[src/orspi_pkg.sv]
// Constants, types and helpers of the octal reduced/serial port interface
//
// Summary of operation
// - Device changes reduced receive bits with clock
// - Carrier sense/data valid follows receive data
// - Receive error held at least one clock
// - Serial receive bits driven with the clock
package orspi_pkg;

    localparam int NUM_PORTS = 8;
    localparam int NUM_GROUPS = 2;
    localparam int GROUP_PORTS = 4;
    localparam int SEG_BITS = 10;
    localparam int RX_WORD_W = 3;
    localparam int BUF_DEPTH = 2;

    // Clock rates in MHz
    localparam int REF_CLK_MHZ = 100;
    localparam int RMII_LINK_MHZ = 50;
    localparam int SMII_LINK_MHZ = 125;

    // Cycles between reset release and strap capture
    localparam logic [1:0] SETTLE_LAST = 2'h2;
    localparam logic [1:0] SETTLE_RESET = 2'h0;

    // Segment counter
    localparam logic [3:0] SEG_LAST = 4'h9;
    localparam logic [3:0] SEG_IDLE = 4'hf;
    localparam logic [3:0] SEG_FIRST = 4'h0;

    // Byte assembler
    localparam logic [2:0] ASM_FULL = 3'h4;
    localparam logic [2:0] ASM_RESET = 3'h0;

    // Serial segment field positions
    localparam int SEG_CRS_POS = 0;
    localparam int SEG_DV_POS = 1;
    localparam int SEG_DATA_POS = 2;
    localparam int TX_ER_POS = 0;
    localparam int TX_EN_POS = 1;

    // Word field positions in the receive buffer
    localparam int WORD_ERR_POS = 2;

    localparam logic [9:0] SEG_RESET = 10'h000;
    localparam logic [7:0] BYTE_RESET = 8'h00;

    typedef enum logic {
        ORSPI_MODE_REDUCED = 1'b0,
        ORSPI_MODE_SERIAL = 1'b1
    } orspi_mode_t;

    typedef enum logic [1:0] {
        ORSPI_ST_RESET = 2'b00,
        ORSPI_ST_SETTLE = 2'b01,
        ORSPI_ST_RUN = 2'b11
    } orspi_state_t;

    function automatic int orspi_group_of(input int port);
        orspi_group_of = port / GROUP_PORTS;
    endfunction

endpackage

[src/orspi_buf2.sv]
// Two-entry valid/ready buffer in the receive data path
`timescale 1ns/1ps
`default_nettype none
module orspi_buf2
    import orspi_pkg::*;
#(
    parameter int WIDTH = RX_WORD_W,
    parameter int DEPTH = BUF_DEPTH
) (
    input wire logic ref_clk,
    input wire logic rst,
    input wire logic in_valid,
    output logic in_ready,
    input wire logic [WIDTH-1:0] in_data,
    output logic out_valid,
    input wire logic out_ready,
    output logic [WIDTH-1:0] out_data
);
    localparam int AW = $clog2(DEPTH);

    logic [WIDTH-1:0] mem_reg [DEPTH];
    logic [WIDTH-1:0] mem_next [DEPTH];
    logic [AW-1:0] wr_reg, wr_next, rd_reg, rd_next;
    logic [AW:0] cnt_reg, cnt_next;
    logic push, pop;

    assign in_ready = (cnt_reg != (AW+1)'(DEPTH));
    assign out_valid = (cnt_reg != '0);
    assign out_data = mem_reg[rd_reg];

    always_comb begin
        push = in_valid & in_ready;
        pop = out_valid & out_ready;
        mem_next = mem_reg;
        wr_next = wr_reg;
        rd_next = rd_reg;
        cnt_next = cnt_reg;
        if (push) begin
            mem_next[wr_reg] = in_data;
            wr_next = (wr_reg == AW'(DEPTH-1)) ? '0 : AW'(wr_reg + 1'b1);
        end
        if (pop) begin
            rd_next = (rd_reg == AW'(DEPTH-1)) ? '0 : AW'(rd_reg + 1'b1);
        end
        if (push && !pop) begin
            cnt_next = (AW+1)'(cnt_reg + 1'b1);
        end else if (pop && !push) begin
            cnt_next = (AW+1)'(cnt_reg - 1'b1);
        end
    end

    always_ff @(posedge ref_clk) begin
        if (rst) begin
            for (int i = 0; i < DEPTH; i++) begin
                mem_reg[i] <= '0;
            end
            wr_reg <= '0;
            rd_reg <= '0;
            cnt_reg <= '0;
        end else begin
            mem_reg <= mem_next;
            wr_reg <= wr_next;
            rd_reg <= rd_next;
            cnt_reg <= cnt_next;
        end
    end
endmodule
`default_nettype wire

[src/orspi_top.sv]
// Octal reduced/serial system-side port interface, device end
`timescale 1ns/1ps
`default_nettype none
module orspi_top
    import orspi_pkg::*;
(
    input wire logic ref_clk,
    input wire logic rst,
    input wire logic shared_reference_clock,
    input wire logic serial_mode_strap,
    input wire logic [7:0] reduced_tx_bit0,
    input wire logic [7:0] reduced_tx_bit1,
    input wire logic [7:0] reduced_tx_enable,
    output logic [7:0] reduced_rx_bit0,
    output logic [7:0] reduced_rx_bit1,
    output logic [7:0] carrier_sense_data_valid,
    output logic [7:0] reduced_rx_error,
    output logic reduced_out_oe_n,
    input wire logic [7:0] serial_tx_in,
    output logic [7:0] serial_rx_out,
    output logic serial_rx_oe_n,
    input wire logic [1:0] serial_segment_sync,
    input wire logic [7:0] rx_word_valid,
    output logic [7:0] rx_word_ready,
    input wire logic [7:0][1:0] rx_dibit,
    input wire logic [7:0] rx_word_error,
    input wire logic [7:0] rx_carrier,
    output logic [7:0] tx_valid,
    output logic [7:0][7:0] tx_data,
    output logic [7:0] tx_error,
    output logic link_serial_mode,
    output logic link_running
);
    // ------------------------------------------------------------
    // Pin synchronisers
    // ------------------------------------------------------------
    logic clk_s1_reg, clk_s2_reg, clk_s3_reg;
    logic strap_s1_reg, strap_s2_reg;
    logic [7:0] txb0_s1_reg, txb0_s2_reg, txb1_s1_reg, txb1_s2_reg;
    logic [7:0] txen_s1_reg, txen_s2_reg, stx_s1_reg, stx_s2_reg;
    logic [1:0] sync_s1_reg, sync_s2_reg;

    always_ff @(posedge ref_clk) begin
        if (rst) begin
            clk_s1_reg <= 1'b0;
            clk_s2_reg <= 1'b0;
            clk_s3_reg <= 1'b0;
            strap_s1_reg <= 1'b0;
            strap_s2_reg <= 1'b0;
            txb0_s1_reg <= 8'h00;
            txb0_s2_reg <= 8'h00;
            txb1_s1_reg <= 8'h00;
            txb1_s2_reg <= 8'h00;
            txen_s1_reg <= 8'h00;
            txen_s2_reg <= 8'h00;
            stx_s1_reg <= 8'h00;
            stx_s2_reg <= 8'h00;
            sync_s1_reg <= 2'h0;
            sync_s2_reg <= 2'h0;
        end else begin
            clk_s1_reg <= shared_reference_clock;
            clk_s2_reg <= clk_s1_reg;
            clk_s3_reg <= clk_s2_reg;
            strap_s1_reg <= serial_mode_strap;
            strap_s2_reg <= strap_s1_reg;
            txb0_s1_reg <= reduced_tx_bit0;
            txb0_s2_reg <= txb0_s1_reg;
            txb1_s1_reg <= reduced_tx_bit1;
            txb1_s2_reg <= txb1_s1_reg;
            txen_s1_reg <= reduced_tx_enable;
            txen_s2_reg <= txen_s1_reg;
            stx_s1_reg <= serial_tx_in;
            stx_s2_reg <= stx_s1_reg;
            sync_s1_reg <= serial_segment_sync;
            sync_s2_reg <= sync_s1_reg;
        end
    end

    // ------------------------------------------------------------
    // Receive buffers
    // ------------------------------------------------------------
    logic [7:0] buf_valid, drain;
    logic [7:0][RX_WORD_W-1:0] buf_data;

    genvar gp;
    generate
        for (gp = 0; gp < NUM_PORTS; gp++) begin : g_buf
            orspi_buf2 u_buf (
                .ref_clk(ref_clk),
                .rst(rst),
                .in_valid(rx_word_valid[gp]),
                .in_ready(rx_word_ready[gp]),
                .in_data({rx_word_error[gp], rx_dibit[gp]}),
                .out_valid(buf_valid[gp]),
                .out_ready(drain[gp]),
                .out_data(buf_data[gp])
            );
        end
    endgenerate

    // ------------------------------------------------------------
    // Mode, link and port state
    // ------------------------------------------------------------
    orspi_state_t st_reg, st_next;
    orspi_mode_t mode_reg, mode_next;
    logic [1:0] settle_reg, settle_next;
    logic [7:0] rxb0_reg, rxb0_next, rxb1_reg, rxb1_next;
    logic [7:0] csdv_reg, csdv_next, rxer_reg, rxer_next;
    logic [7:0] srx_reg, srx_next;
    logic red_oe_n_reg, red_oe_n_next, ser_oe_n_reg, ser_oe_n_next;
    logic [7:0] txv_reg, txv_next, txe_reg, txe_next;
    logic [7:0][7:0] txd_reg, txd_next;
    logic [1:0][3:0] seg_cnt_reg, seg_cnt_next;
    logic [7:0][9:0] rx_seg_reg, rx_seg_next, tx_sh_reg, tx_sh_next;
    logic [7:0][7:0] asm_reg, asm_next;
    logic [7:0][2:0] asm_cnt_reg, asm_cnt_next;
    logic link_edge;

    always_comb begin
        logic [9:0] word;
        int g;
        word = SEG_RESET;
        g = 0;
        link_edge = clk_s2_reg & ~clk_s3_reg;
        st_next = st_reg;
        mode_next = mode_reg;
        settle_next = settle_reg;
        rxb0_next = rxb0_reg;
        rxb1_next = rxb1_reg;
        csdv_next = csdv_reg;
        rxer_next = rxer_reg;
        srx_next = srx_reg;
        red_oe_n_next = red_oe_n_reg;
        ser_oe_n_next = ser_oe_n_reg;
        txv_next = 8'h00;
        txe_next = txe_reg;
        txd_next = txd_reg;
        seg_cnt_next = seg_cnt_reg;
        rx_seg_next = rx_seg_reg;
        tx_sh_next = tx_sh_reg;
        asm_next = asm_reg;
        asm_cnt_next = asm_cnt_reg;
        drain = 8'h00;

        case (st_reg)
            ORSPI_ST_RESET: begin
                st_next = ORSPI_ST_SETTLE;
            end
            ORSPI_ST_SETTLE: begin
                settle_next = 2'(settle_reg + 1'b1);
                if (settle_reg == SETTLE_LAST) begin
                    st_next = ORSPI_ST_RUN;
                    mode_next = orspi_mode_t'(strap_s2_reg);
                    red_oe_n_next = strap_s2_reg;
                    ser_oe_n_next = ~strap_s2_reg;
                end
            end
            ORSPI_ST_RUN: begin
                if (link_edge && mode_reg == ORSPI_MODE_REDUCED) begin
                    for (int p = 0; p < NUM_PORTS; p++) begin
                        csdv_next[p] = rx_carrier[p] | buf_valid[p];
                        // Outputs move only on a link clock edge
                        if (buf_valid[p]) begin
                            drain[p] = 1'b1;
                            rxb0_next[p] = buf_data[p][0];
                            rxb1_next[p] = buf_data[p][1];
                            // Held a full link period
                            rxer_next[p] = buf_data[p][WORD_ERR_POS];
                        end else begin
                            rxb0_next[p] = 1'b0;
                            rxb1_next[p] = 1'b0;
                            rxer_next[p] = 1'b0;
                        end
                        // Sampled at each link edge
                        if (txen_s2_reg[p]) begin
                            txv_next[p] = 1'b1;
                            txd_next[p] = {6'h00, txb1_s2_reg[p],
                                           txb0_s2_reg[p]};
                            txe_next[p] = 1'b0;
                        end
                    end
                end else if (link_edge) begin
                    for (int q = 0; q < NUM_GROUPS; q++) begin
                        if (sync_s2_reg[q]) begin
                            seg_cnt_next[q] = SEG_FIRST;
                        end else if (seg_cnt_reg[q] != SEG_IDLE) begin
                            seg_cnt_next[q] = 4'(seg_cnt_reg[q] + 1'b1);
                        end
                    end
                    for (int p = 0; p < NUM_PORTS; p++) begin
                        g = orspi_group_of(p);
                        if (sync_s2_reg[g]) begin
                            // Closed segment counts only if ten bits long
                            if (seg_cnt_reg[g] == SEG_LAST &&
                                tx_sh_reg[p][TX_EN_POS]) begin
                                txv_next[p] = 1'b1;
                                txd_next[p] = tx_sh_reg[p][9:SEG_DATA_POS];
                                txe_next[p] = tx_sh_reg[p][TX_ER_POS];
                            end
                            word = SEG_RESET;
                            word[SEG_CRS_POS] = rx_carrier[p] | buf_valid[p];
                            if (asm_cnt_reg[p] == ASM_FULL) begin
                                word[SEG_DV_POS] = 1'b1;
                                word[9:SEG_DATA_POS] = asm_reg[p];
                                asm_cnt_next[p] = ASM_RESET;
                            end
                            srx_next[p] = word[0];
                            rx_seg_next[p] = {1'b0, word[9:1]};
                        end else begin
                            srx_next[p] = rx_seg_reg[p][0];
                            rx_seg_next[p] = {1'b0, rx_seg_reg[p][9:1]};
                        end
                        tx_sh_next[p] = {stx_s2_reg[p], tx_sh_reg[p][9:1]};
                        // Gather four dibits into a byte
                        if (asm_cnt_next[p] != ASM_FULL && buf_valid[p]) begin
                            drain[p] = 1'b1;
                            asm_next[p][2*asm_cnt_next[p] +: 2] =
                                buf_data[p][1:0];
                            asm_cnt_next[p] = 3'(asm_cnt_next[p] + 1'b1);
                        end
                    end
                end
            end
            default: begin
                st_next = ORSPI_ST_RESET;
            end
        endcase
    end

    always_ff @(posedge ref_clk) begin
        if (rst) begin
            st_reg <= ORSPI_ST_RESET;
            mode_reg <= ORSPI_MODE_REDUCED;
            settle_reg <= SETTLE_RESET;
            rxb0_reg <= 8'h00;
            rxb1_reg <= 8'h00;
            csdv_reg <= 8'h00;
            rxer_reg <= 8'h00;
            srx_reg <= 8'h00;
            red_oe_n_reg <= 1'b1;
            ser_oe_n_reg <= 1'b1;
            txv_reg <= 8'h00;
            txe_reg <= 8'h00;
            txd_reg <= '0;
            seg_cnt_reg <= {SEG_IDLE, SEG_IDLE};
            rx_seg_reg <= '0;
            tx_sh_reg <= '0;
            asm_reg <= '0;
            asm_cnt_reg <= '0;
        end else begin
            st_reg <= st_next;
            mode_reg <= mode_next;
            settle_reg <= settle_next;
            rxb0_reg <= rxb0_next;
            rxb1_reg <= rxb1_next;
            csdv_reg <= csdv_next;
            rxer_reg <= rxer_next;
            srx_reg <= srx_next;
            red_oe_n_reg <= red_oe_n_next;
            ser_oe_n_reg <= ser_oe_n_next;
            txv_reg <= txv_next;
            txe_reg <= txe_next;
            txd_reg <= txd_next;
            seg_cnt_reg <= seg_cnt_next;
            rx_seg_reg <= rx_seg_next;
            tx_sh_reg <= tx_sh_next;
            asm_reg <= asm_next;
            asm_cnt_reg <= asm_cnt_next;
        end
    end

    // ------------------------------------------------------------
    // Outputs
    // ------------------------------------------------------------
    assign reduced_rx_bit0 = rxb0_reg;
    assign reduced_rx_bit1 = rxb1_reg;
    assign carrier_sense_data_valid = csdv_reg;
    assign reduced_rx_error = rxer_reg;
    assign reduced_out_oe_n = red_oe_n_reg;
    assign serial_rx_out = srx_reg;
    assign serial_rx_oe_n = ser_oe_n_reg;
    assign tx_valid = txv_reg;
    assign tx_data = txd_reg;
    assign tx_error = txe_reg;
    assign link_serial_mode = mode_reg;
    assign link_running = (st_reg == ORSPI_ST_RUN);
endmodule
`default_nettype wire

[config.mk]
export PLATFORM = sky130hd
export DESIGN_NAME = orspi_top
export DESIGN_NICKNAME = d
export VERILOG_FILES = /design/src/orspi_pkg.sv /design/src/orspi_buf2.sv /design/src/orspi_top.sv
export SDC_FILE = /design/constraint.sdc
export NUM_CORES = 1
export LEC_CHECK = 0
export ABC_AREA = 0
export BUFFER_PORTS_ARGS = -buffer_cell sky130_fd_sc_hd__buf_2
export CORE_ASPECT_RATIO = 2
export CORE_UTILIZATION = 40
export DETAILED_ROUTE_END_ITERATION = 10
export SLEW_MARGIN = 20
export SYNTH_ARGS = -nofsm -noshare
export SYNTH_HDL_FRONTEND = slang
export SYNTH_SLANG_ARGS = --single-unit
[constraint.sdc]
create_clock -name ref_clk -period 2.8 [get_ports ref_clk]
set_clock_uncertainty 0.1 [all_clocks]
set_input_delay 0.42 -clock ref_clk [delete_from_list [all_inputs] [get_ports ref_clk]]
set_output_delay 0.42 -clock ref_clk [all_outputs]
set_load 0.1 [all_outputs]
==> impl_metrics.py <==
metrics = {
    "yosys": {
        "synth_fp_nets": 2538,
        "synthTopCellsByArea": "dfxtp_1, nand2_1, mux2i_1, a21oi_1, nor2_1",
        "ys.flop_type": "dfxtp_1",
        "ys_warn_count": 0,
        "ys_ff_latch": 528,
        "synthCells": 2397,
        "synth_top_area_share_pct": 48.70,
        "synth_edf_count": 0,
        "syn_area_sq_um": 21700,
        "post-synth-top-area-cell": "dfxtp_1",
        "async_flop_share_pct": 0,
        "syn_area_per_cell_sq_um": 9.054,
        "yosysSeqAreaShare_pct": 48.70,
        "synth_cell_types": 78,
    },
    "timing": {
        "rsz0062_at_grt": "false",
        "tightest_slew_ns": 0.7934,
        "final-setup-viol-count": 0,
        "setup_tns_ns": 0,
        "finalCritPeriodShare_pct": 93.91,
        "hold_viol_final": 0,
        "fmax_ghz": 0.3803,
        "fin_crit_ns": 2.629,
        "slew_headroom_pct": 47.11,
        "timing.final.max_slew_violations": 0,
    },
    "clocking": {
        "clk_pin_slew_ns": 0.07,
        "cts_root_buf": "clkbuf_16",
        "cts_buffers": 48,
        "clockBufferDepth": 3,
        "htree_levels": 2,
        "post_cts_buffers": 0,
        "cts_tree": "built",
        "cts.sinks": 528,
        "clock_latency_ns": 0.57,
    },
    "hold_path": {
        "hold_path_class": "input port to flip-flop",
        "hold_start": "rx_dibit[11]",
        "hold_depth": 3,
    },
    "floorplanning": {
        "coreArea_sq_um": 53600,
        "rows": 120,
        "die_w_microns": 166.7,
        "initial_core_util_pct": 40.49,
        "num_io_pins": 210,
        "die_area_sq_um": 55250,
        "die_y_microns": 331.4,
    },
    "detailed_routing": {
        "postRouteAntennaNets": 0,
        "post_drt_wl_per_cell_microns": 17.02,
        "routed_wl_microns": 55600,
        "drc": 0,
        "drt_iter0_drc": 1010,
        "firstDrtPassIters": 5,
        "viasPerCell": 5.384,
        "vias": 17580,
    },
    "setup_path": {
        "r2r_slack_ns": 0.17,
        "startpoint_type": "flip-flop",
        "reg2reg_depth": 10,
        "cp_max_fo": 8,
        "endpoint": "asm_reg[48]",
        "crit_path_end_kind": "flip-flop",
        "crit_required_ns": 3.16,
        "path_class": "flip-flop to flip-flop",
        "arrival_ns": 2.99,
        "r2r_start": "asm_cnt_reg[18]",
        "r2r_end": "asm_reg[48]",
        "crit_start": "asm_cnt_reg[18]",
    },
    "placement": {
        "gp_congestion": 0.8336,
        "hpwl_microns": 38300,
        "port_buffers": 209,
        "dp.cells": 3125,
        "place_area_sq_um": 23280,
    },
    "job": {
        "drv_cap": 0,
    },
    "cells_and_area": {
        "fin_util_pct": 47.49,
        "nFillCells": 5073,
        "largest_reg_flops": 80,
        "stdcell_area_sq_um": 25450,
        "fin_cells": 3266,
        "nNetsFinal": 2698,
        "syn_to_final_growth_pct": 17.28,
        "post_route_cells_drive_above_1_share_pct": 15.43,
    },
    "power": {
        "p_per_area_nw_per_um2": 621.8,
        "p_leak_uw": 0.009743,
        "ir_drop_mv": 0.5159,
    },
    "status": {
        "status": "finished, final reports clean",
    },
    "global_routing": {
        "antenna_found_initial": 1,
        "first_global_vias": 17530,
        "gr-usage-all-layers_pct": 19.92,
        "grt.overflow.total": 0,
        "grt_pass1_wl_microns": 90690,
        "grt_max_degree": 107,
    },
}
## layout make-up
type                    instances  area, sq um  share of cell area (%)
repair buffers                307         2087                   8.199
clock buffers                  64         1393                   5.471
flip-flops and latches        528        10570                   41.53
well taps                     671        839.6                   3.298
diodes                          2        5.005                 0.01966
multi-input cells            1631        10170                   39.96
inverters                      41        153.9                  0.6046
clock inverters                22        232.7                  0.9143
## per-layer routing
layer  vias to the layer above  GRT usage, %  part of all wire [%]
met5                         -             0                     0
li1                       8645             -                     -
met1                      8463         23.49                    42
met4                         0         6.048                   2.3
met3                        84         3.031                   4.1
met2                       392         36.64                    51
## cells by family after synthesis
logic type,Yosys count,synth area share (%)
AOI/OAI and AO/OA,454,13.76
buffers and inverters,238,4.595
muxes,127,5.950
xor gates and xnor gates,46,1.856
adders and majority gates,63,3.632
and+or+nand+nor,941,21.51
DFF,528,48.70
## cells in the final DEF, fill, tap and decap left out, drive strengths merged, types with 8 or more instances in the layout
master,instances
mux2i,111
or3,23
buf,254
a31oi,27
a211o,9
nor3b,11
xnor2,21
and3,11
a221oi,35
nand2b,21
nand2,308
nand4,40
clkinv,12
and3b,10
nand3b,8
o21ai,37
o211ai,10
clkbuf,64
a22o,28
a211oi,19
nor3,61
nand3,53
dfxtp,528
nand4b,11
ha,63
inv,41
nor2,220
dlygate4sd3,53
a311oi,22
and2,13
a21oi,219
xor2,25
nor4,25
mux2,16
nor2b,103
## where the power goes
part	switching, uW	total (uW)	internal (uW)
sequential	136	7820	7680
combinational	766	1200	432
clock	2940	6810	3870
## synth_stat cells, types with 10 or more instances
cell	instances
clkbuf_1	139
nand2_1	308
a31oi_1	24
xor2_1	25
and2_1	13
buf_2	29
nor2b_1	103
or3_1	23
buf_1	15
a22o_1	28
o21ai_0	37
a21oi_1	214
nand4_1	40
nor2_1	219
and3_1	11
o211ai_1	10
mux2_2	10
a311oi_1	20
dfxtp_1	528
nand4b_1	10
a211oi_1	18
nand3_1	51
nor3_1	59
inv_1	39
a221oi_1	35
buf_4	10
xnor2_1	21
ha_1	63
and3b_1	10
nor4_1	24
nand2b_1	21
mux2i_1	111
## timing repair
action | CTS | global route
hold buffers | 53 | 0
setup endpoints to repair | 0 | 5
gates resized for setup | 0 | 3
hold endpoints to repair | 71 | 0
## critical path, stage by stage, from the launching register on
cell       delay (ns)
dfxtp_1          0.39
inv_1            0.17
ha_2             0.26
nand2_1          0.06
nand2_1          0.11
inv_1            0.06
ha_1             0.19
o21ba_2          0.32
o2111ai_1        0.14
nor4b_2          0.34
mux2_2           0.37
## stage by stage
step	hold slack, ns	setup WS, ns	power [uW]
global placement	0.3217	0.2425	9090
floorplan	0.3138	0.03020	8819
CTS	0.003271	0.1337	16020
global route	0.01065	0.003626	16450
detailed placement	0.3231	0.1451	9125
finish	0.02497	0.1705	15830
## how the worst min path moves through the flow
stage,end,slack (ns)
detailed placement,stx_s2_reg[1],0.32
global placement,tx_sh_reg[19],0.32
floorplan,clk_s2_reg,0.31
finish,g_buf[5].u_buf.mem_reg[4],0.02
CTS,txb0_s1_reg[6],0.003
global route,g_buf[5].u_buf.mem_reg[4],0.01
Note: power is estimated with default switching activity, not from simulation.
